==> src/cbp_map.svh <==
// Register offsets, field positions, reset values and timing counts
// for the balance permission block.
// Assumes inclusion by bare name from a package or a module.
`ifndef CBP_MAP_SVH
`define CBP_MAP_SVH

// ----------------------------------------------------------------
// Register offsets (byte addresses)
// ----------------------------------------------------------------
`define CBP_OFS_SETUP        8'h00
`define CBP_OFS_CHG_THR      8'h04
`define CBP_OFS_DSG_THR      8'h08
`define CBP_OFS_INTERVAL     8'h0c
`define CBP_OFS_HOST_CMD     8'h10
`define CBP_OFS_STATUS       8'h14

// ----------------------------------------------------------------
// Field positions of balance_setup
// ----------------------------------------------------------------
`define CBP_BIT_CHG_EN       0
`define CBP_BIT_RLX_EN       1
`define CBP_BIT_BAL_LP       2
`define CBP_BIT_LP_INHIBIT   3
`define CBP_BIT_HOST_BLOCK   4
`define CBP_SETUP_USED_MASK  8'h1f

// ----------------------------------------------------------------
// Reset values
// ----------------------------------------------------------------
`define CBP_RST_SETUP        8'h00
`define CBP_RST_CHG_THR      16'h0032
`define CBP_RST_DSG_THR      16'h0064
`define CBP_RST_INTERVAL     8'h14

// ----------------------------------------------------------------
// Timing: interval unit is one second at 100 MHz
// ----------------------------------------------------------------
`define CBP_CLK_HZ           100000000
`define CBP_SEC_S            1
`define CBP_SEC_CYCLES       (`CBP_SEC_S * `CBP_CLK_HZ)

`endif

==> src/cbp_pkg.sv <==
// Types shared by the balance permission block.
// Assumes cbp_map.svh is on the include path.
`default_nettype none
package cbp_pkg;
  // Balancing configuration fields
  typedef struct packed {
    logic [2:0] rsvd;
    logic       host_balance_block;
    logic       lowpower_inhibit_on_balance;
    logic       balance_in_lowpower;
    logic       relax_balance_enable;
    logic       charge_balance_enable;
  } cbp_setup_s;

  // Pack current condition
  typedef enum logic [1:0] {
    CBP_RELAX,
    CBP_CHARGE,
    CBP_DISCHARGE
  } cbp_cond_e;

  // Register bus request
  typedef struct packed {
    logic [7:0]  addr;
    logic [31:0] wdata;
    logic        wr;
    logic        rd;
  } cbp_bus_s;
endpackage : cbp_pkg
`default_nettype wire

==> src/cbp_host_timer.sv <==
// Host balancing hold timer: counts whole seconds of the balance interval.
// Assumes a one-cycle second tick from the caller's divider.
`default_nettype none
module cbp_host_timer
  import cbp_pkg::*;
(
  // Clock and reset
  input  wire logic       i_sys_clk,
  input  wire logic       i_resetn,
  // Control
  input  wire logic       i_sec_tick,
  input  wire logic       i_start,
  input  wire logic       i_stop,
  input  wire logic [7:0] i_interval,
  // Status
  output logic            o_active
);
  logic [7:0] remain_reg;
  logic [7:0] remain_next;

  // A restart reloads the full interval, so a reissue extends hold
  assign remain_next = i_start ? i_interval :
                       i_stop ? 8'h00 :
                       (i_sec_tick && remain_reg != 8'h00) ? remain_reg - 8'h01 :
                       remain_reg;

  // Seconds remaining
  always_ff @(posedge i_sys_clk or negedge i_resetn) begin
    if (!i_resetn) begin
      remain_reg <= 8'h00;
    end else begin
      remain_reg <= remain_next;
    end
  end

  assign o_active = remain_reg != 8'h00;
endmodule : cbp_host_timer
`default_nettype wire

==> src/cbp_balance_permit.sv <==
// Cell balancing permission: configuration, current classification,
// host command hold and sleep interaction.
// Assumes a single 100 MHz clock and a one-cycle-latency register port.
// Functional notes
// - Host balancing commands are ignored when bit 4 is set.
// - Bit 3 set blocks sleep entry while any balancing is active.
// - Bit 2 clear stops all balancing while in sleep.
// - Automatic balancing in relax needs bit 1.
// - Automatic balancing while charging needs bit 0.
// - Bits 1 and 0 gate automatic balancing only, not host balancing.
// - Charging when current exceeds the charge threshold, default 50.
// - Discharging when negative current magnitude exceeds threshold, default 100.
// - Host command holds balancing for the interval; reissue restarts it.
//
// The implementer's own choices: the plain strobed port and the register addresses.
`include "cbp_map.svh"
`default_nettype none
module cbp_balance_permit
  import cbp_pkg::*;
(
  // Clock and reset
  input  wire logic        i_sys_clk,
  input  wire logic        i_resetn,
  // Register port
  input  wire logic [7:0]  i_addr,
  input  wire logic [31:0] i_wdata,
  input  wire logic        i_wr,
  input  wire logic        i_rd,
  output logic      [31:0] o_rdata,
  // Measurement and system state
  input  wire logic [15:0] i_current,
  input  wire logic        i_auto_request,
  input  wire logic        i_lowpower_active,
  input  wire logic        i_lowpower_request,
  // Permission outputs
  output logic             o_balance_enable,
  output logic             o_host_active,
  output logic             o_lowpower_allow,
  output logic [1:0]       o_condition
);
  // ----------------------------------------------------------------
  // Registers
  // ----------------------------------------------------------------
  cbp_setup_s  setup_reg;
  logic [15:0] chg_thr_reg;
  logic [15:0] dsg_thr_reg;
  logic [7:0]  interval_reg;
  logic [31:0] rdata_reg;
  logic [31:0] rdata_next;
  logic [26:0] div_reg;
  logic        sec_tick_reg;
  cbp_cond_e   cond_reg;
  cbp_cond_e   cond_next;
  logic        enable_reg;
  logic        enable_next;
  logic        allow_reg;
  logic        allow_next;
  logic        host_reg;

  // ----------------------------------------------------------------
  // Address decode
  // ----------------------------------------------------------------
  wire sel_setup    = i_addr == `CBP_OFS_SETUP;
  wire sel_chg      = i_addr == `CBP_OFS_CHG_THR;
  wire sel_dsg      = i_addr == `CBP_OFS_DSG_THR;
  wire sel_interval = i_addr == `CBP_OFS_INTERVAL;
  wire sel_cmd      = i_addr == `CBP_OFS_HOST_CMD;
  wire sel_status   = i_addr == `CBP_OFS_STATUS;

  // Reserved bits never stored, so they always read zero
  wire [7:0] setup_wr_val = i_wdata[7:0] & `CBP_SETUP_USED_MASK;

  // Configuration writes
  always_ff @(posedge i_sys_clk or negedge i_resetn) begin
    if (!i_resetn) begin
      setup_reg    <= `CBP_RST_SETUP;
      chg_thr_reg  <= `CBP_RST_CHG_THR;
      dsg_thr_reg  <= `CBP_RST_DSG_THR;
      interval_reg <= `CBP_RST_INTERVAL;
    end else if (i_wr) begin
      if (sel_setup)    setup_reg    <= setup_wr_val;
      if (sel_chg)      chg_thr_reg  <= {1'b0, i_wdata[14:0]};
      if (sel_dsg)      dsg_thr_reg  <= {1'b0, i_wdata[14:0]};
      // An interval of zero is out of range; hold the minimum of one
      if (sel_interval) interval_reg <= (i_wdata[7:0] == 8'h00) ? 8'h01 : i_wdata[7:0];
    end
  end

  // ----------------------------------------------------------------
  // Host commands: bit 0 starts or restarts, bit 1 stops
  // ----------------------------------------------------------------
  wire cmd_write  = i_wr && sel_cmd && !setup_reg.host_balance_block;
  wire host_start = cmd_write && i_wdata[0];
  wire host_stop  = cmd_write && i_wdata[1];
  wire host_active;

  // ----------------------------------------------------------------
  // One-second tick
  // ----------------------------------------------------------------
  localparam logic [26:0] SEC_LAST = 27'(`CBP_SEC_CYCLES - 1);

  // Free-running divider; first tick may come early after a command
  always_ff @(posedge i_sys_clk or negedge i_resetn) begin
    if (!i_resetn) begin
      div_reg      <= 27'h0000000;
      sec_tick_reg <= 1'b0;
    end else begin
      div_reg      <= (div_reg == SEC_LAST) ? 27'h0000000 : div_reg + 27'h0000001;
      sec_tick_reg <= div_reg == SEC_LAST;
    end
  end

  cbp_host_timer u_host_timer (
    .i_sys_clk  (i_sys_clk),
    .i_resetn   (i_resetn),
    .i_sec_tick (sec_tick_reg),
    .i_start    (host_start),
    .i_stop     (host_stop),
    .i_interval (interval_reg),
    .o_active   (host_active)
  );

  // ----------------------------------------------------------------
  // Current classification (signed current, positive is charge)
  // ----------------------------------------------------------------
  wire signed [16:0] cur_s   = {i_current[15], i_current};
  wire signed [16:0] chg_s   = {1'b0, chg_thr_reg};
  wire signed [16:0] dsg_neg = -$signed({1'b0, dsg_thr_reg});
  wire is_charge    = cur_s > chg_s;
  wire is_discharge = cur_s < dsg_neg;

  assign cond_next = is_charge ? CBP_CHARGE :
                     is_discharge ? CBP_DISCHARGE : CBP_RELAX;

  // ----------------------------------------------------------------
  // Permission logic
  // ----------------------------------------------------------------
  // Enables apply to automatic balancing only; discharge never permits it
  wire auto_ok = i_auto_request &&
                 ((cond_next == CBP_CHARGE && setup_reg.charge_balance_enable) ||
                  (cond_next == CBP_RELAX && setup_reg.relax_balance_enable));
  wire want_balance = auto_ok || host_active;
  // Sleep without permission suppresses every kind of balancing
  wire lp_ok = !i_lowpower_active || setup_reg.balance_in_lowpower;

  assign enable_next = want_balance && lp_ok;
  // Hazard: relies on software pairing bit 3 with bit 2, else balancing stalls
  assign allow_next = i_lowpower_request &&
                      !(setup_reg.lowpower_inhibit_on_balance && want_balance);

  // Registered permission outputs
  always_ff @(posedge i_sys_clk or negedge i_resetn) begin
    if (!i_resetn) begin
      cond_reg   <= CBP_RELAX;
      enable_reg <= 1'b0;
      allow_reg  <= 1'b0;
      host_reg   <= 1'b0;
    end else begin
      cond_reg   <= cond_next;
      enable_reg <= enable_next;
      allow_reg  <= allow_next;
      host_reg   <= host_active;
    end
  end

  // ----------------------------------------------------------------
  // Read path: data in the cycle after the strobe, zero otherwise
  // ----------------------------------------------------------------
  wire [31:0] status_word = {26'h0000000, cond_reg, allow_reg, enable_reg,
                             host_reg, i_lowpower_active};

  assign rdata_next = !i_rd        ? 32'h00000000 :
                      sel_setup    ? {24'h000000, setup_reg} :
                      sel_chg      ? {16'h0000, chg_thr_reg} :
                      sel_dsg      ? {16'h0000, dsg_thr_reg} :
                      sel_interval ? {24'h000000, interval_reg} :
                      sel_status   ? status_word :
                      32'h00000000;

  always_ff @(posedge i_sys_clk or negedge i_resetn) begin
    if (!i_resetn) begin
      rdata_reg <= 32'h00000000;
    end else begin
      rdata_reg <= rdata_next;
    end
  end

  assign o_rdata          = rdata_reg;
  assign o_balance_enable = enable_reg;
  assign o_host_active    = host_reg;
  assign o_lowpower_allow = allow_reg;
  assign o_condition      = cond_reg;
endmodule : cbp_balance_permit
`default_nettype wire

==> config.mk <==
export PLATFORM = sky130hd
export DESIGN_NAME = cbp_balance_permit
export DESIGN_NICKNAME = d
export VERILOG_FILES = /design/src/cbp_pkg.sv /design/src/cbp_host_timer.sv /design/src/cbp_balance_permit.sv
export VERILOG_INCLUDE_DIRS = /design/src
export SDC_FILE = /design/constraint.sdc
export NUM_CORES = 1
export LEC_CHECK = 0
export BUFFER_PORTS_ARGS = -buffer_cell sky130_fd_sc_hd__clkbuf_2
export CORE_MARGIN = 1
export CORE_UTILIZATION = 58
export CTS_BUF_LIST = sky130_fd_sc_hd__clkbuf_4
export CTS_CLUSTER_SIZE = 28
export DETAILED_ROUTE_END_ITERATION = 10
export GPL_ROUTABILITY_DRIVEN = 1
export PLACE_DENSITY = 0.82
export SETUP_SLACK_MARGIN = 0.05
export SYNTH_ARGS = -nofsm -noshare
export SYNTH_HDL_FRONTEND = slang
export SYNTH_SLANG_ARGS = --single-unit
==> constraint.sdc <==
create_clock -name i_sys_clk -period 3.62 [get_ports i_sys_clk]
set_clock_uncertainty 0.05 [all_clocks]
set_input_delay 0.724 -clock i_sys_clk [delete_from_list [all_inputs] [get_ports i_sys_clk]]
set_output_delay 0.724 -clock i_sys_clk [all_outputs]
set_load 0.03 [all_outputs]
==> run metrics <==
depth of the CTS H-tree 3; number of global-route vias before repair between 4k and 5k; Primary FF master, synth dfrtp_1; Yosys reg bits 99; met2 WL post-DR 5.93 mm; worst hold slack 0.282 ns; CTS max path bufs 2; Max-Cap Viols 0; number of I/O port buffers 65; Slew @ Worst Pin just over 1 ns; share of cells above drive strength 1 28.1%; commonest cells in the netlist dfrtp_1 (91), nor2_1 (56), ha_1 (35); site row count 35; Leak just over 3 nW; Async S/R FF share, synth 100%; R2R setup slack 0.12 ns; Critical Path AT 3.81 ns; Die ar. 0.00998 mm2; Initial Utilization 60.1%; Power Density 381 mW/mm2; HP Class input port to asynchronous set/reset pin; IO Pins 100; status finished clean; grt ovf 0; Vias about 4.3k; Setup Viol. Count Final 0; post-detail-place hpwl around 9.0 mm; Post-synth EDFFs 0; Ant. Diodes 0; Setup crit end kind register; Clock Tree Root clkbuf_4; post-synthesis sequential area ratio 44.8%; pin count of the biggest net entering global routing between 60 and 70; Clock Sinks 99; Remaining DRCs 0; critical path required time 3.93 ns; Die Height 99.9 um; Die Span X between 90 and 100 um; M1 WL 5.52 mm; met3 routed wirelength 787 um; worst skew pair latency between 0.4 and 0.5 ns; Routed WL around 13 mm; final core utilization between 60% and 70%; TritonCTS clock tree built; Final period util 96.8%; area grow syn2layout 11.2%; syn avg cell area 10.5 um2; max reg flops 27; Max Clk Rate 286 MHz; GPL Wtd Cong a little over 0.9; area leader, netlist dfrtp_1; Yosys top cell area share 41.0%; count of warnings emitted by yosys 0; Post-Syn Instances 528; Fin. Hold Viols 0; end of the worst register-to-register path o_lowpower_allow; Post-Syn Area around 0.0056 mm2; gr usage total ~27%; Layout Nets 697; largest cells by area after synthesis dfrtp_1 (41%), ha_1 (7.9%), mux2_2 (6.3%); unrepaired setup endpoints after global routing true; R2R Path Start dsg_thr_reg[8]; crit path time final 3.50 ns; CORE AREA 0.00924 mm2; first-pass GRT wire length 20.8 mm; Inserted Clock Buffers 9; Peak VDD IR around 0.26 mV; drt first-iter violations ~280; wire per inst between 15 and 20 um; Distinct cells, synth 57; Startpoint Class register; FF-to-FF path depth 13; max layer used met4; drt first pass iters 5; Slew Limit Fails 0; most common cell in the synthesized netlist dfrtp_1; Worst Path Max Fanout 4; critical path type register to register; initial antenna violation count 0; CTS Hold Bufs 0; Worst-path clk slew about 0.16 ns; vias per cell ~5.9; Max-slew headroom 31.6%; Routed Antenna Nets 0
[timing repair]
action | in CTS | in global routing
pin swaps | 2 | 5
setup buffers | 1 | 0
resized for setup | 4 | 9
endpoints found under the setup margin | 2 | 3
[routing by layer]
layer  GRT usage (%)  vias up
met3            5.08       36
li1                -     1998
met2            43.8      168
met1            35.7     2095
met4            10.4        0
met5               0        -
[kinds of logic (layout without fill, tap and decap cells)]
group | after synthesis | after routing | share of synthesized area [%]
buffers and inverters | 54 | 114 | 5.13
flip-flops | 99 | 99 | 44.8
XOR/XNOR | 35 | 35 | 5.52
AND/OR/NAND/NOR | 179 | 179 | 17.3
multiplexers | 39 | 39 | 8.44
AO/OA/AOI/OAI | 86 | 86 | 10.9
other | 1 | 17 | 0.0675
adder cells (fa/ha/maj) | 35 | 35 | 7.88
[layout by cell type, fill, tap and decap left out, types with 9 or more instances in the layout]
master,instances
clkbuf_4,9
xor2_1,24
nand3_1,17
a22oi_1,12
a21oi_1,21
nand4_1,11
conb_1,17
nor3_1,12
nand2_1,34
dfrtp_1,91
mux2_2,31
o21ai_0,10
xnor2_1,11
ha_1,35
a21oi_2,9
nor2_1,54
inv_1,26
clkbuf_2,64
[through the flow]
stage	cells	setup slack, ns	instance area (um2)	TNS (ns)	total power, mW
after CTS	733	0.0791	6140	0	2.34
after global routing	733	-0.00306	6180	-0.00306	2.47
final	733	0.118	6180	0	2.36
after detailed placement	716	0.0315	5960	0	1.67
after global placement	716	0.156	5960	0	1.65
after floorplan	544	0.363	5620	0	1.53
[cell type report]
class	count	area, um2
Sequential cell	99	2490
Clock inverter	7	90.1
Inverter	26	97.6
Fill cell	717	3060
Clock buffer	9	67.6
Tap cell	129	161
Timing Repair Buffer	72	380
Multi-Input combinational cell	391	2890
[where the power goes]
| group | switching, mW | total, mW | internal [mW] |
|---|---|---|---|
| Clock | 0.372 | 0.650 | 0.279 |
| Sequential | 0.0408 | 1.19 | 1.15 |
| Combinational | 0.315 | 0.517 | 0.202 |
[worst max-delay path by stage]
stage                     slack, ns  cells past startpoint               end           start
after CTS                      0.08                     13  o_lowpower_allow  dsg_thr_reg[8]
after floorplan                0.36                     12  o_lowpower_allow  dsg_thr_reg[8]
after global routing         -0.003                     12  o_lowpower_allow  dsg_thr_reg[8]
after global placement         0.16                     12  o_lowpower_allow  dsg_thr_reg[8]
final                          0.12                     13  o_lowpower_allow  dsg_thr_reg[8]
after detailed placement       0.03                     12  o_lowpower_allow  dsg_thr_reg[8]
[worst max-delay path, cell delays in order, from the launching register on]
cell and delay, ns:
dfrtp_1 0.41, or3_4 0.41, or4_4 0.44, or3_4 0.37, nor2_4 0.09, xor2_1 0.19, ha_1 0.28, nand4_1 0.18
nor3_2 0.09, a221o_1 0.34, a32oi_1 0.16, buf_4 0.16, nand3_2 0.07, and4_1 0.18
Note: power is estimated with default switching activity, not from simulation.
